**src/irq_status_pkg.sv**
```systemverilog
// package: register offsets, field positions and reset values of the
// secondary interrupt status block.
// assumes a 32-bit axi4-lite bus with one aligned word per register.
package irq_status_pkg;
   // ----------------------------------------------------------------
   // register indices (printed offsets) and byte addresses
   // ----------------------------------------------------------------
   localparam logic [7:0] idx_enable = 8'h1d;
   localparam logic [7:0] idx_status = 8'h1e;
   localparam logic [7:0] idx_queue = 8'h1f;
   localparam logic [7:0] idx_block = 8'h20;
   localparam logic [7:0] idx_control = 8'h21;
   localparam logic [9:0] addr_enable = {idx_enable, 2'b00};
   localparam logic [9:0] addr_status = {idx_status, 2'b00};
   localparam logic [9:0] addr_queue = {idx_queue, 2'b00};
   localparam logic [9:0] addr_block = {idx_block, 2'b00};
   localparam logic [9:0] addr_control = {idx_control, 2'b00};
   // ----------------------------------------------------------------
   // status field positions
   // ----------------------------------------------------------------
   localparam int bit_pending = 15;
   localparam int bit_parity = 14;
   localparam int bit_illegal = 13;
   localparam int bit_rollover = 12;
   localparam int bit_stack = 11;
   localparam int bit_opcode = 10;
   localparam int bit_half_lo = 6;
   localparam int bit_irq_lo = 2;
   localparam int bit_selftest = 1;
   localparam int bit_chain = 0;
   // ----------------------------------------------------------------
   // queue pointer and block status fields
   // ----------------------------------------------------------------
   localparam int queue_offset_width = 6;
   localparam int bsw_finished = 15;
   localparam int bsw_active = 14;
   localparam int bsw_bus = 13;
   localparam int bsw_error = 12;
   localparam int bsw_unexpected = 11;
   localparam int bsw_format = 10;
   localparam int bsw_timeout = 9;
   localparam int bsw_loopback = 8;
   // ----------------------------------------------------------------
   // reset values and modes
   // ----------------------------------------------------------------
   localparam logic [15:0] reset_status = 16'h0000;
   localparam logic [15:0] reset_enable = 16'h0000;
   localparam logic [15:0] reset_queue = 16'h0000;
   localparam logic [15:0] reset_block = 16'h0000;
   localparam logic [1:0] reset_mode = 2'h0;
   localparam logic [1:0] resp_okay = 2'h0;
   localparam logic [1:0] resp_slverr = 2'h2;
   typedef enum logic [1:0] {mode_controller, mode_terminal, mode_monitor} mode_t;
endpackage

```
**src/irq_status_block.sv**
```systemverilog
// secondary interrupt status, queue pointer and message block status.
// assumes event pulses come from engines on aclk; axi4-lite master on aclk.
//
// Register access over AXI4-Lite was decided locally.
`timescale 1ns/100ps
`default_nettype none
// Overview of operation
// - status flags latch on their event regardless of enable bits
// - bit 15 reads one while any lower event bit is pending
// - bit 14 sets on sequencer instruction parity error
// - bit 13: illegal command in terminal, stored message in monitor
// - bit 12: general queue rollover in controller, status queue otherwise
// - bit 11 sets on call stack overflow or underflow in controller mode
// - bit 10 sets on illegal opcode fetch
// - bits 9..6 set at half occupancy of four stacks and buffers
// - irq instruction in controller mode copies parameter low four bits into bits 5..2
// - bit 1 sets when a self-test run finishes
// - bit 0 reads one while first status register has any bit set
// - interrupt request only for enabled events; flags still latch
// - queue pointer serves general queue or status queue by mode
// - pointer holds writable base 15..6 and next offset 5..0
// - block status word written to ram at message end; host may rewrite
// - finished bit set at message completion, errors or not
// - active bit set at message start, cleared at its end
// - bit 13 records bus b as one, bus a as zero
// - error flag with bits 10..8, or alone for handshake failure
// - bit 8 flags loopback validity failure or last word mismatch
// - bit 11 flags unexpected status bits 10..0, mask bits ignored
module irq_status_block #(
   parameter int addr_width = 10
) (
   input wire logic aclk,
   input wire logic aresetn,

   // axi4-lite slave
   input wire logic [addr_width-1:0] s_axi_awaddr,
   input wire logic s_axi_awvalid,
   output logic s_axi_awready,
   input wire logic [31:0] s_axi_wdata,
   input wire logic [3:0] s_axi_wstrb,
   input wire logic s_axi_wvalid,
   output logic s_axi_wready,
   output logic [1:0] s_axi_bresp,
   output logic s_axi_bvalid,
   input wire logic s_axi_bready,
   input wire logic [addr_width-1:0] s_axi_araddr,
   input wire logic s_axi_arvalid,
   output logic s_axi_arready,
   output logic [31:0] s_axi_rdata,
   output logic [1:0] s_axi_rresp,
   output logic s_axi_rvalid,
   input wire logic s_axi_rready,

   // event pulses from the engines
   input wire logic instruction_parity_fault,
   input wire logic illegal_command_or_msg_stored,
   input wire logic queue_write,
   input wire logic call_stack_fault,
   input wire logic bad_opcode_fetch,
   input wire logic term_cmd_stack_half,
   input wire logic term_circ_buffer_half,
   input wire logic mon_cmd_stack_half,
   input wire logic mon_data_stack_half,
   input wire logic irq_instruction,
   input wire logic [3:0] irq_param_low_bits,
   input wire logic self_test_done,
   input wire logic first_status_any_set,

   // controller message events
   input wire logic message_start,
   input wire logic message_end,
   input wire logic message_on_bus_b,
   input wire logic format_error,
   input wire logic timeout_error,
   input wire logic loopback_invalid,
   input wire logic loopback_mismatch,
   input wire logic handshake_failure,
   input wire logic [10:0] status_word_low,
   input wire logic [10:0] status_expected,

   // outputs
   output logic irq_request,
   output logic [15:0] queue_pointer,
   output logic [15:0] block_status_word,
   output logic block_status_write
);
   // decode needs the ten low bits
   generate
      if (addr_width < 10 || addr_width > 32) begin : bad_width
         $error("addr_width must lie between 10 and 32");
      end
   endgenerate

   // ----------------------------------------------------------------
   // registers
   // ----------------------------------------------------------------
   // host words and mode
   logic [15:0] status_q, status_d;
   logic [15:0] enable_q;
   logic [15:0] queue_q, queue_d;
   logic [15:0] block_q, block_d;
   logic [1:0] mode_q;

   // ram write strobe
   logic bsw_write_q;

   // bus response state
   logic bvalid_q, rvalid_q;
   logic [31:0] rdata_q;
   logic [1:0] bresp_q, rresp_q;

   // early write halves
   logic aw_held_q, w_held_q;
   logic [addr_width-1:0] awaddr_q;
   logic [31:0] wdata_q;
   logic [3:0] wstrb_q;

   // ----------------------------------------------------------------
   // write channel capture, either order
   // ----------------------------------------------------------------
   // valid meets ready
   wire aw_take = s_axi_awvalid && s_axi_awready;
   wire w_take = s_axi_wvalid && s_axi_wready;

   // both halves in hand
   wire aw_have = aw_held_q || aw_take;
   wire w_have = w_held_q || w_take;
   wire wr_fire = aw_have && w_have && !bvalid_q;

   // held half or live channel
   wire [addr_width-1:0] wr_addr = aw_held_q ? awaddr_q : s_axi_awaddr;
   wire [31:0] wr_data = w_held_q ? wdata_q : s_axi_wdata;
   wire [3:0] wr_strb = w_held_q ? wstrb_q : s_axi_wstrb;
   wire [9:0] wr_low = wr_addr[9:0];
   wire wr_upper_zero = (addr_width == 10) ? 1'b1 : (wr_addr >> 10) == '0;

   // one select per register
   wire wr_enable = wr_fire && wr_upper_zero && wr_low == irq_status_pkg::addr_enable;
   wire wr_queue = wr_fire && wr_upper_zero && wr_low == irq_status_pkg::addr_queue;
   wire wr_block = wr_fire && wr_upper_zero && wr_low == irq_status_pkg::addr_block;
   wire wr_control = wr_fire && wr_upper_zero && wr_low == irq_status_pkg::addr_control;
   wire wr_status = wr_fire && wr_upper_zero && wr_low == irq_status_pkg::addr_status;
   wire wr_mapped = wr_enable || wr_queue || wr_block || wr_control || wr_status;

   // lanes 0 and 1 only
   wire [15:0] wr_mask = {{8{wr_strb[1]}}, {8{wr_strb[0]}}};

   // stall while bvalid waits
   assign s_axi_awready = !aw_held_q && !bvalid_q;
   assign s_axi_wready = !w_held_q && !bvalid_q;

   // ----------------------------------------------------------------
   // read decode
   // ----------------------------------------------------------------
   // take a read when idle
   wire ar_take = s_axi_arvalid && s_axi_arready;
   wire [9:0] rd_low = s_axi_araddr[9:0];
   wire rd_upper_zero = (addr_width == 10) ? 1'b1 : (s_axi_araddr >> 10) == '0;
   logic [31:0] rd_value;
   logic rd_ok;
   assign s_axi_arready = !rvalid_q;

   // read mux, zero if unmapped
   always_comb begin
      rd_value = 32'h0000_0000;
      rd_ok = 1'b1;
      if (rd_upper_zero && rd_low == irq_status_pkg::addr_status) begin
         rd_value = {16'h0000, status_q};
      end else if (rd_upper_zero && rd_low == irq_status_pkg::addr_enable) begin
         rd_value = {16'h0000, enable_q};
      end else if (rd_upper_zero && rd_low == irq_status_pkg::addr_queue) begin
         rd_value = {16'h0000, queue_q};
      end else if (rd_upper_zero && rd_low == irq_status_pkg::addr_block) begin
         rd_value = {16'h0000, block_q};
      end else if (rd_upper_zero && rd_low == irq_status_pkg::addr_control) begin
         rd_value = {30'h0000_0000, mode_q};
      end else begin
         rd_ok = 1'b0;
      end
   end

   // ----------------------------------------------------------------
   // status flags
   // ----------------------------------------------------------------
   // mode and queue wrap
   wire is_ctrl = mode_q == irq_status_pkg::mode_controller;
   wire offset_wraps = queue_write && (&queue_q[irq_status_pkg::queue_offset_width-1:0]);
   // half events, bits 9..6
   wire [3:0] half_events = {term_cmd_stack_half, term_circ_buffer_half,
                             mon_cmd_stack_half, mon_data_stack_half};

   // host clear mask
   wire status_clear = wr_status;  // write-one-to-clear of sticky flags
   wire [15:0] clear_mask = status_clear ? (wr_data[15:0] & wr_mask) : 16'h0000;

   // set line per sticky bit
   logic [14:1] event_set;

   // gather one-cycle event pulses by bit
   always_comb begin
      event_set = '0;
      event_set[irq_status_pkg::bit_parity] = instruction_parity_fault;
      event_set[irq_status_pkg::bit_illegal] = illegal_command_or_msg_stored && !is_ctrl;
      event_set[irq_status_pkg::bit_rollover] = offset_wraps;
      event_set[irq_status_pkg::bit_stack] = call_stack_fault && is_ctrl;
      event_set[irq_status_pkg::bit_opcode] = bad_opcode_fetch;
      event_set[9:6] = half_events;
      event_set[irq_status_pkg::bit_selftest] = self_test_done;
   end

   // sticky flags: set wins over clear, enable not consulted
   always_comb begin
      status_d = status_q;
      // sticky bits outside 5..2
      for (int i = 1; i <= 14; i++) begin
         if (i < irq_status_pkg::bit_irq_lo || i > 5) begin
            status_d[i] = event_set[i] | (status_q[i] & ~clear_mask[i]);
         end
      end

      // irq load beats a clear
      if (irq_instruction && is_ctrl) begin
         status_d[5:2] = irq_param_low_bits;
      end else begin
         status_d[5:2] = status_q[5:2] & ~clear_mask[5:2];
      end

      // derived bits
      status_d[irq_status_pkg::bit_chain] = first_status_any_set;
      status_d[irq_status_pkg::bit_pending] = |status_d[14:0];
   end

   // request only for enabled flags
   assign irq_request = |(status_q[14:0] & enable_q[14:0]);

   // ----------------------------------------------------------------
   // queue pointer
   // ----------------------------------------------------------------
   // host write beats a step
   always_comb begin
      queue_d = queue_q;
      if (wr_queue) begin
         queue_d = (queue_q & ~wr_mask) | (wr_data[15:0] & wr_mask);
      end else if (queue_write) begin
         // one pointer, meaning chosen by mode
         queue_d[5:0] = queue_q[5:0] + 6'h01;
      end
   end
   // pointer seen by engines
   assign queue_pointer = queue_q;

   // ----------------------------------------------------------------
   // block status word
   // ----------------------------------------------------------------
   // errors seen at message end
   wire any_err = format_error || timeout_error || loopback_invalid || loopback_mismatch;
   wire lb_fault = loopback_invalid || loopback_mismatch;
   wire unexpected = status_word_low != status_expected;

   // host edits, then engine
   always_comb begin
      block_d = block_q;
      if (wr_block) begin
         block_d = (block_q & ~wr_mask) | (wr_data[15:0] & wr_mask);
      end
      // fresh word per message
      if (message_start && is_ctrl) begin
         block_d = 16'h0000;
         block_d[irq_status_pkg::bsw_active] = 1'b1;
         block_d[irq_status_pkg::bsw_bus] = message_on_bus_b;
      end else if (message_end && is_ctrl) begin
         // completion fields
         block_d[irq_status_pkg::bsw_finished] = 1'b1;
         block_d[irq_status_pkg::bsw_active] = 1'b0;
         block_d[irq_status_pkg::bsw_bus] = message_on_bus_b;
         block_d[irq_status_pkg::bsw_error] = any_err || handshake_failure;
         block_d[irq_status_pkg::bsw_unexpected] = unexpected;
         block_d[irq_status_pkg::bsw_format] = format_error;
         block_d[irq_status_pkg::bsw_timeout] = timeout_error;
         block_d[irq_status_pkg::bsw_loopback] = lb_fault;
      end
   end

   // word and strobe together
   assign block_status_word = block_q;
   assign block_status_write = bsw_write_q;

   // ----------------------------------------------------------------
   // state registers
   // ----------------------------------------------------------------
   // synchronous reset to zero
   always_ff @(posedge aclk) begin
      if (!aresetn) begin
         status_q <= irq_status_pkg::reset_status;
         enable_q <= irq_status_pkg::reset_enable;
         queue_q <= irq_status_pkg::reset_queue;
         block_q <= irq_status_pkg::reset_block;
         mode_q <= irq_status_pkg::reset_mode;
         bsw_write_q <= 1'b0;
      end else begin
         status_q <= status_d;
         queue_q <= queue_d;
         block_q <= block_d;
         // strobe with the word
         bsw_write_q <= message_end && is_ctrl;

         // host-only registers
         if (wr_enable) begin
            enable_q <= (enable_q & ~wr_mask) | (wr_data[15:0] & wr_mask);
         end
         // mode code 3 ignored
         if (wr_control && wr_strb[0] && wr_data[1:0] != 2'h3) begin
            mode_q <= wr_data[1:0];
         end
      end
   end

   // write channel holding
   always_ff @(posedge aclk) begin
      if (!aresetn) begin
         aw_held_q <= 1'b0;
         w_held_q <= 1'b0;
         awaddr_q <= '0;
         wdata_q <= 32'h0000_0000;
         wstrb_q <= 4'h0;
         bvalid_q <= 1'b0;
         bresp_q <= irq_status_pkg::resp_okay;
      end else begin
         // park first half
         if (aw_take) begin
            awaddr_q <= s_axi_awaddr;
         end
         if (w_take) begin
            wdata_q <= s_axi_wdata;
            wstrb_q <= s_axi_wstrb;
         end
         // consume on fire
         aw_held_q <= aw_have && !wr_fire;
         w_held_q <= w_have && !wr_fire;

         // hold until bready
         if (wr_fire) begin
            bvalid_q <= 1'b1;
            bresp_q <= wr_mapped ? irq_status_pkg::resp_okay : irq_status_pkg::resp_slverr;
         end else if (s_axi_bready) begin
            bvalid_q <= 1'b0;
         end
      end
   end

   // read answer
   always_ff @(posedge aclk) begin
      if (!aresetn) begin
         rvalid_q <= 1'b0;
         rdata_q <= 32'h0000_0000;
         rresp_q <= irq_status_pkg::resp_okay;
      end else if (ar_take) begin
         // answer next cycle
         rvalid_q <= 1'b1;
         rdata_q <= rd_value;
         rresp_q <= rd_ok ? irq_status_pkg::resp_okay : irq_status_pkg::resp_slverr;
      end else if (s_axi_rready) begin
         rvalid_q <= 1'b0;
      end
   end

   // responses from registers
   assign s_axi_bvalid = bvalid_q;
   assign s_axi_bresp = bresp_q;
   assign s_axi_rvalid = rvalid_q;
   assign s_axi_rdata = rdata_q;
   assign s_axi_rresp = rresp_q;
endmodule
`default_nettype wire

```
**config.mk**
```make
export PLATFORM = sky130hd
export DESIGN_NAME = irq_status_block
export DESIGN_NICKNAME = d
export VERILOG_FILES = /design/src/irq_status_pkg.sv /design/src/irq_status_block.sv
export SDC_FILE = /design/constraint.sdc
export NUM_CORES = 1
export LEC_CHECK = 0
export ABC_AREA = 1
export ABC_CLOCK_PERIOD_IN_PS = 1800
export BUFFER_PORTS_ARGS = -buffer_cell sky130_fd_sc_hd__buf_2
export CAP_MARGIN = 20
export CORE_UTILIZATION = 40
export DETAILED_ROUTE_END_ITERATION = 7
export GPL_TIMING_DRIVEN = 1
export MAX_ROUTING_LAYER = met4
export PLACE_DENSITY_LB_ADDON = 0.12
export SYNTH_ARGS = -nofsm -noshare
export SYNTH_HDL_FRONTEND = slang
export SYNTH_SLANG_ARGS = --single-unit
```
**constraint.sdc**
```tcl
create_clock -name aclk -period 1.8 [get_ports aclk]
set_clock_uncertainty 0.15 [all_clocks]
set_input_delay 0.36 -clock aclk [delete_from_list [all_inputs] [get_ports aclk]]
set_output_delay 0.36 -clock aclk [all_outputs]
set_load 0.02 [all_outputs]
```
==> metrics.md <==
| Metric | Value |
|---|---|
| Hold Crit Endpoint | `awaddr_q[9]` |
| FP Rows | `45` |
| Clk pwr share | `0.455` |
| WHS | `0.0242 ns` |
| Static leakage | `just over 4 nW` |
| Primary FF master, synth | `dfxtp_1` |
| Initial cell density of the core | `0.409` |
| PortBufs | `147` |
| Sink Count | `117` |
| First-pass GRT wire length | `31000 um` |
| Vias in the first global route | `6057` |
| Comb power frac | `0.205` |
| Initial antenna violation count | `0` |
| Switch share | `0.293` |
| Worst rel slew slack | `0.629` |
| CP startpoint kind | `register` |
| Mapped Cells | `871` |
| Post-Syn Area | `6210 sq um` |
| CTS H-tree lvls | `4` |
| Maximum fanout along the worst path | `6` |
| Largest net degree at the start of global routing | `41` |
| Clock buffer depth | `2` |
| Nets | `1229` |
| Cts bufs inserted | `17` |
| Fmax | `between 400 and 500 MHz` |
| DR iter-0 viols | `446` |
| WS Path Type | `register to register` |
| Pwr Density | `905 nW/um^2` |
| Register area share after synthesis | `0.377` |
| Post-Synth Adder-Cell Area | `0.00201` |
| Avg Cell Area, Syn | `7.14 sq um` |
| I/O pin count | `184` |
| Simple-Gate Fraction of Synth Area | `0.261` |
| First-pass DRT Iterations | `5` |
| Slew @ Worst Pin | `about 0.55 ns` |
| Gr ovfl total | `0` |
| P_sw | `about 0.0024 W` |
| WL per Instance | `15.2 um` |
| Total chip power | `0.00833 W` |
| Core area | `15200 sq um` |
| Root buf cell | `clkbuf_16` |
| Largest family of logic cells by synthesized area | `simple AND/OR/NAND/NOR gates` |
| Setup_tns | `-6.37 ns` |
| Reg power frac | `0.340` |
| Cell area after layout | `9200 sq um` |
| HP Class | `input pin to register` |
| Routed WL | `20100 um` |
| Number of synthesized register bits | `117` |
| Failing checks | `negative setup slack` |
| Placed Instance Area | `7720 sq um` |
| Xor/xnor share of the synthesized area | `0.0197` |
| Post-DR vias/cell | `4.98` |
| R2R Setup Slk | `-0.23 ns` |
| HPWL Detailed | `14200 um` |
| Final worst slack | `-0.231 ns` |
| Drt drc | `0` |
| Antenna Violating Nets Remaining | `0` |
| Final setup fails | `52` |
| Mux cell area share after synthesis | `0.0193` |
| Hold path start | `s_axi_awaddr[9]` |
| Period utilization | `1.13` |
| Crit path arrival time | `2.23 ns` |
| Library cells used by synthesis | `51` |
| Slew Viols, Final | `0` |
| Post-synth EDFFs | `0` |
| FFs w/ async S/R, synth | `0` |
| CP Capture Type | `register` |
| Max Cap Violations | `0` |
| Die X | `127 um` |
| Post-layout min period | `2.03 ns` |
| CTS tree | `built` |
| Warnings from Yosys | `0` |
| GR Util All Layers | `0.260` |
| Reg clk slew, reported paths | `roughly 0.060 ns` |
| Worst Reg-to-Reg Cells | `11` |
| Share of cells above drive strength 1 | `0.387` |
| Die Span Y | `127 um` |
| Maximum VDD drop | `about 0.68 mV` |
| Int Pwr | `0.00589 W` |
| Area contributors post-synth | `dfxtp_1 (38%), nor2_1 (9.1%), nand2_1 (7.9%), o21ai_0 (6.0%), inv_1 (5.4%)` |
| Die area | `16000 sq um` |
| Dpl ws | `-0.249 ns` |
| RR Startpoint | `aw_held_q` |
| Yosys top cell by area | `dfxtp_1` |
| Final Hold Viols | `0` |
| Gpl congestion | `0.896` |
| Final antenna diode count | `0` |
| Vias | `about 6600` |
| Clk_lat worst skew | `about 0.43 ns` |
| RSZ-0062 raised after global routing | `true` |
| Hold depth | `3` |
| Critical path data required time | `2.00 ns` |
| Compound-Gate Fraction of Synth Area | `0.204` |
| Layout Area Growth over Synthesis | `48.0%` |
| Top-area cell type share of the netlist area | `0.377` |
| Outcome | `finished with violations` |
[metal layers]
metal,wire length [um],GRT usage
met5,0,-
met2,9210,0.404
met4,405,0.0893
met3,1060,0.0519
met1,9410,0.337
[through the flow]
stage	std cells	util
2_1_floorplan	888	-
3_3_place_gp	1264	0.508
3_5_place_dp	1264	0.508
4_1_cts	1310	0.587
5_1_grt	1320	0.605
6_report	1320	0.605
[final cells by class]
| class | instances | area [sq um] |
|---|---|---|
| multi-input combinational | 623 | 3740 |
| clock buffer | 17 | 425 |
| timing repair buffer | 260 | 1820 |
| fill | 1472 | 6000 |
| clock inverter | 15 | 229 |
| sequential | 117 | 2350 |
| tap | 188 | 235 |
| inverter | 100 | 399 |
[worst max-delay path: stages, from the launching register on]
cell,delay (ns)
dfxtp_4,0.37
buf_6,0.12
nand2_2,0.05
and2_4,0.15
nand3_4,0.08
nor2_4,0.22
nand2_2,0.12
nor2_4,0.12
buf_12,0.15
buf_8,0.12
nand2_8,0.09
a211oi_2,0.22
[kinds of logic (layout without fill, tap and decap cells)]
| group | after synthesis | after routing |
|---|---|---|
| simple gates | 365 | 370 |
| buf+inv | 153 | 392 |
| other cells | 1 | 18 |
| flops | 117 | 117 |
| compound gates | 208 | 208 |
| xor+xnor | 14 | 14 |
| fa+ha+maj | 1 | 1 |
| mux | 12 | 12 |
[Yosys cell counts (12+ instances only)]
cell type,number
xor2_1,13
dfxtp_1,117
o211ai_1,21
a21oi_1,66
buf_4,21
or2_2,14
clkbuf_1,20
mux2i_1,12
nor2_1,150
a211oi_1,17
o21ai_0,74
nand3_1,28
inv_1,90
nand2_1,131
[what timing repair did]
action                     4_1_cts  5_1_grt
hold buffers                     1        0
pin swaps                       18       22
hold endpoints to repair         1        0
resized for setup               99       49
setup buffers                    7        8
cloned                           6        2
setup endpoints to repair       56       58
[layout by cell type, fill, tap and decap left out, types with 19 or more instances in the layout]
cell type | Yosys | final
a21oi_1 | 66 | 62
buf_2 | 2 | 145
buf_4 | 21 | 89
clkbuf_16 | 0 | 19
dfxtp_1 | 117 | 112
inv_1 | 90 | 85
nand2_1 | 131 | 117
nand3_1 | 28 | 20
nor2_1 | 150 | 128
nor2_4 | 6 | 19
o211ai_1 | 21 | 21
o21ai_0 | 74 | 57
[worst max-delay path by stage]
stage | start | end | slack (ns)
after floorplan | w_held_q | status_q[15] | -0.06
after global placement | s_axi_awaddr[0] | register | -0.24
after detailed placement | s_axi_awaddr[0] | status_q[15] | -0.25
after CTS | status_q[13] | irq_request | -0.23
after global routing | aw_held_q | status_q[15] | -0.34
final | aw_held_q | register | -0.23
[power by group through the flow]
stage	Clock, W	Sequential (W)	Combinational, W
3_3_place_gp	0	0.00287	0.00147
3_5_place_dp	0	0.00287	0.00147
6_report	0.00379	0.00283	0.00171
2_1_floorplan	0	0.00290	0.000822
5_1_grt	0.00393	0.00284	0.00187
4_1_cts	0.00381	0.00282	0.00162
Power figures use the tool's default switching activity.
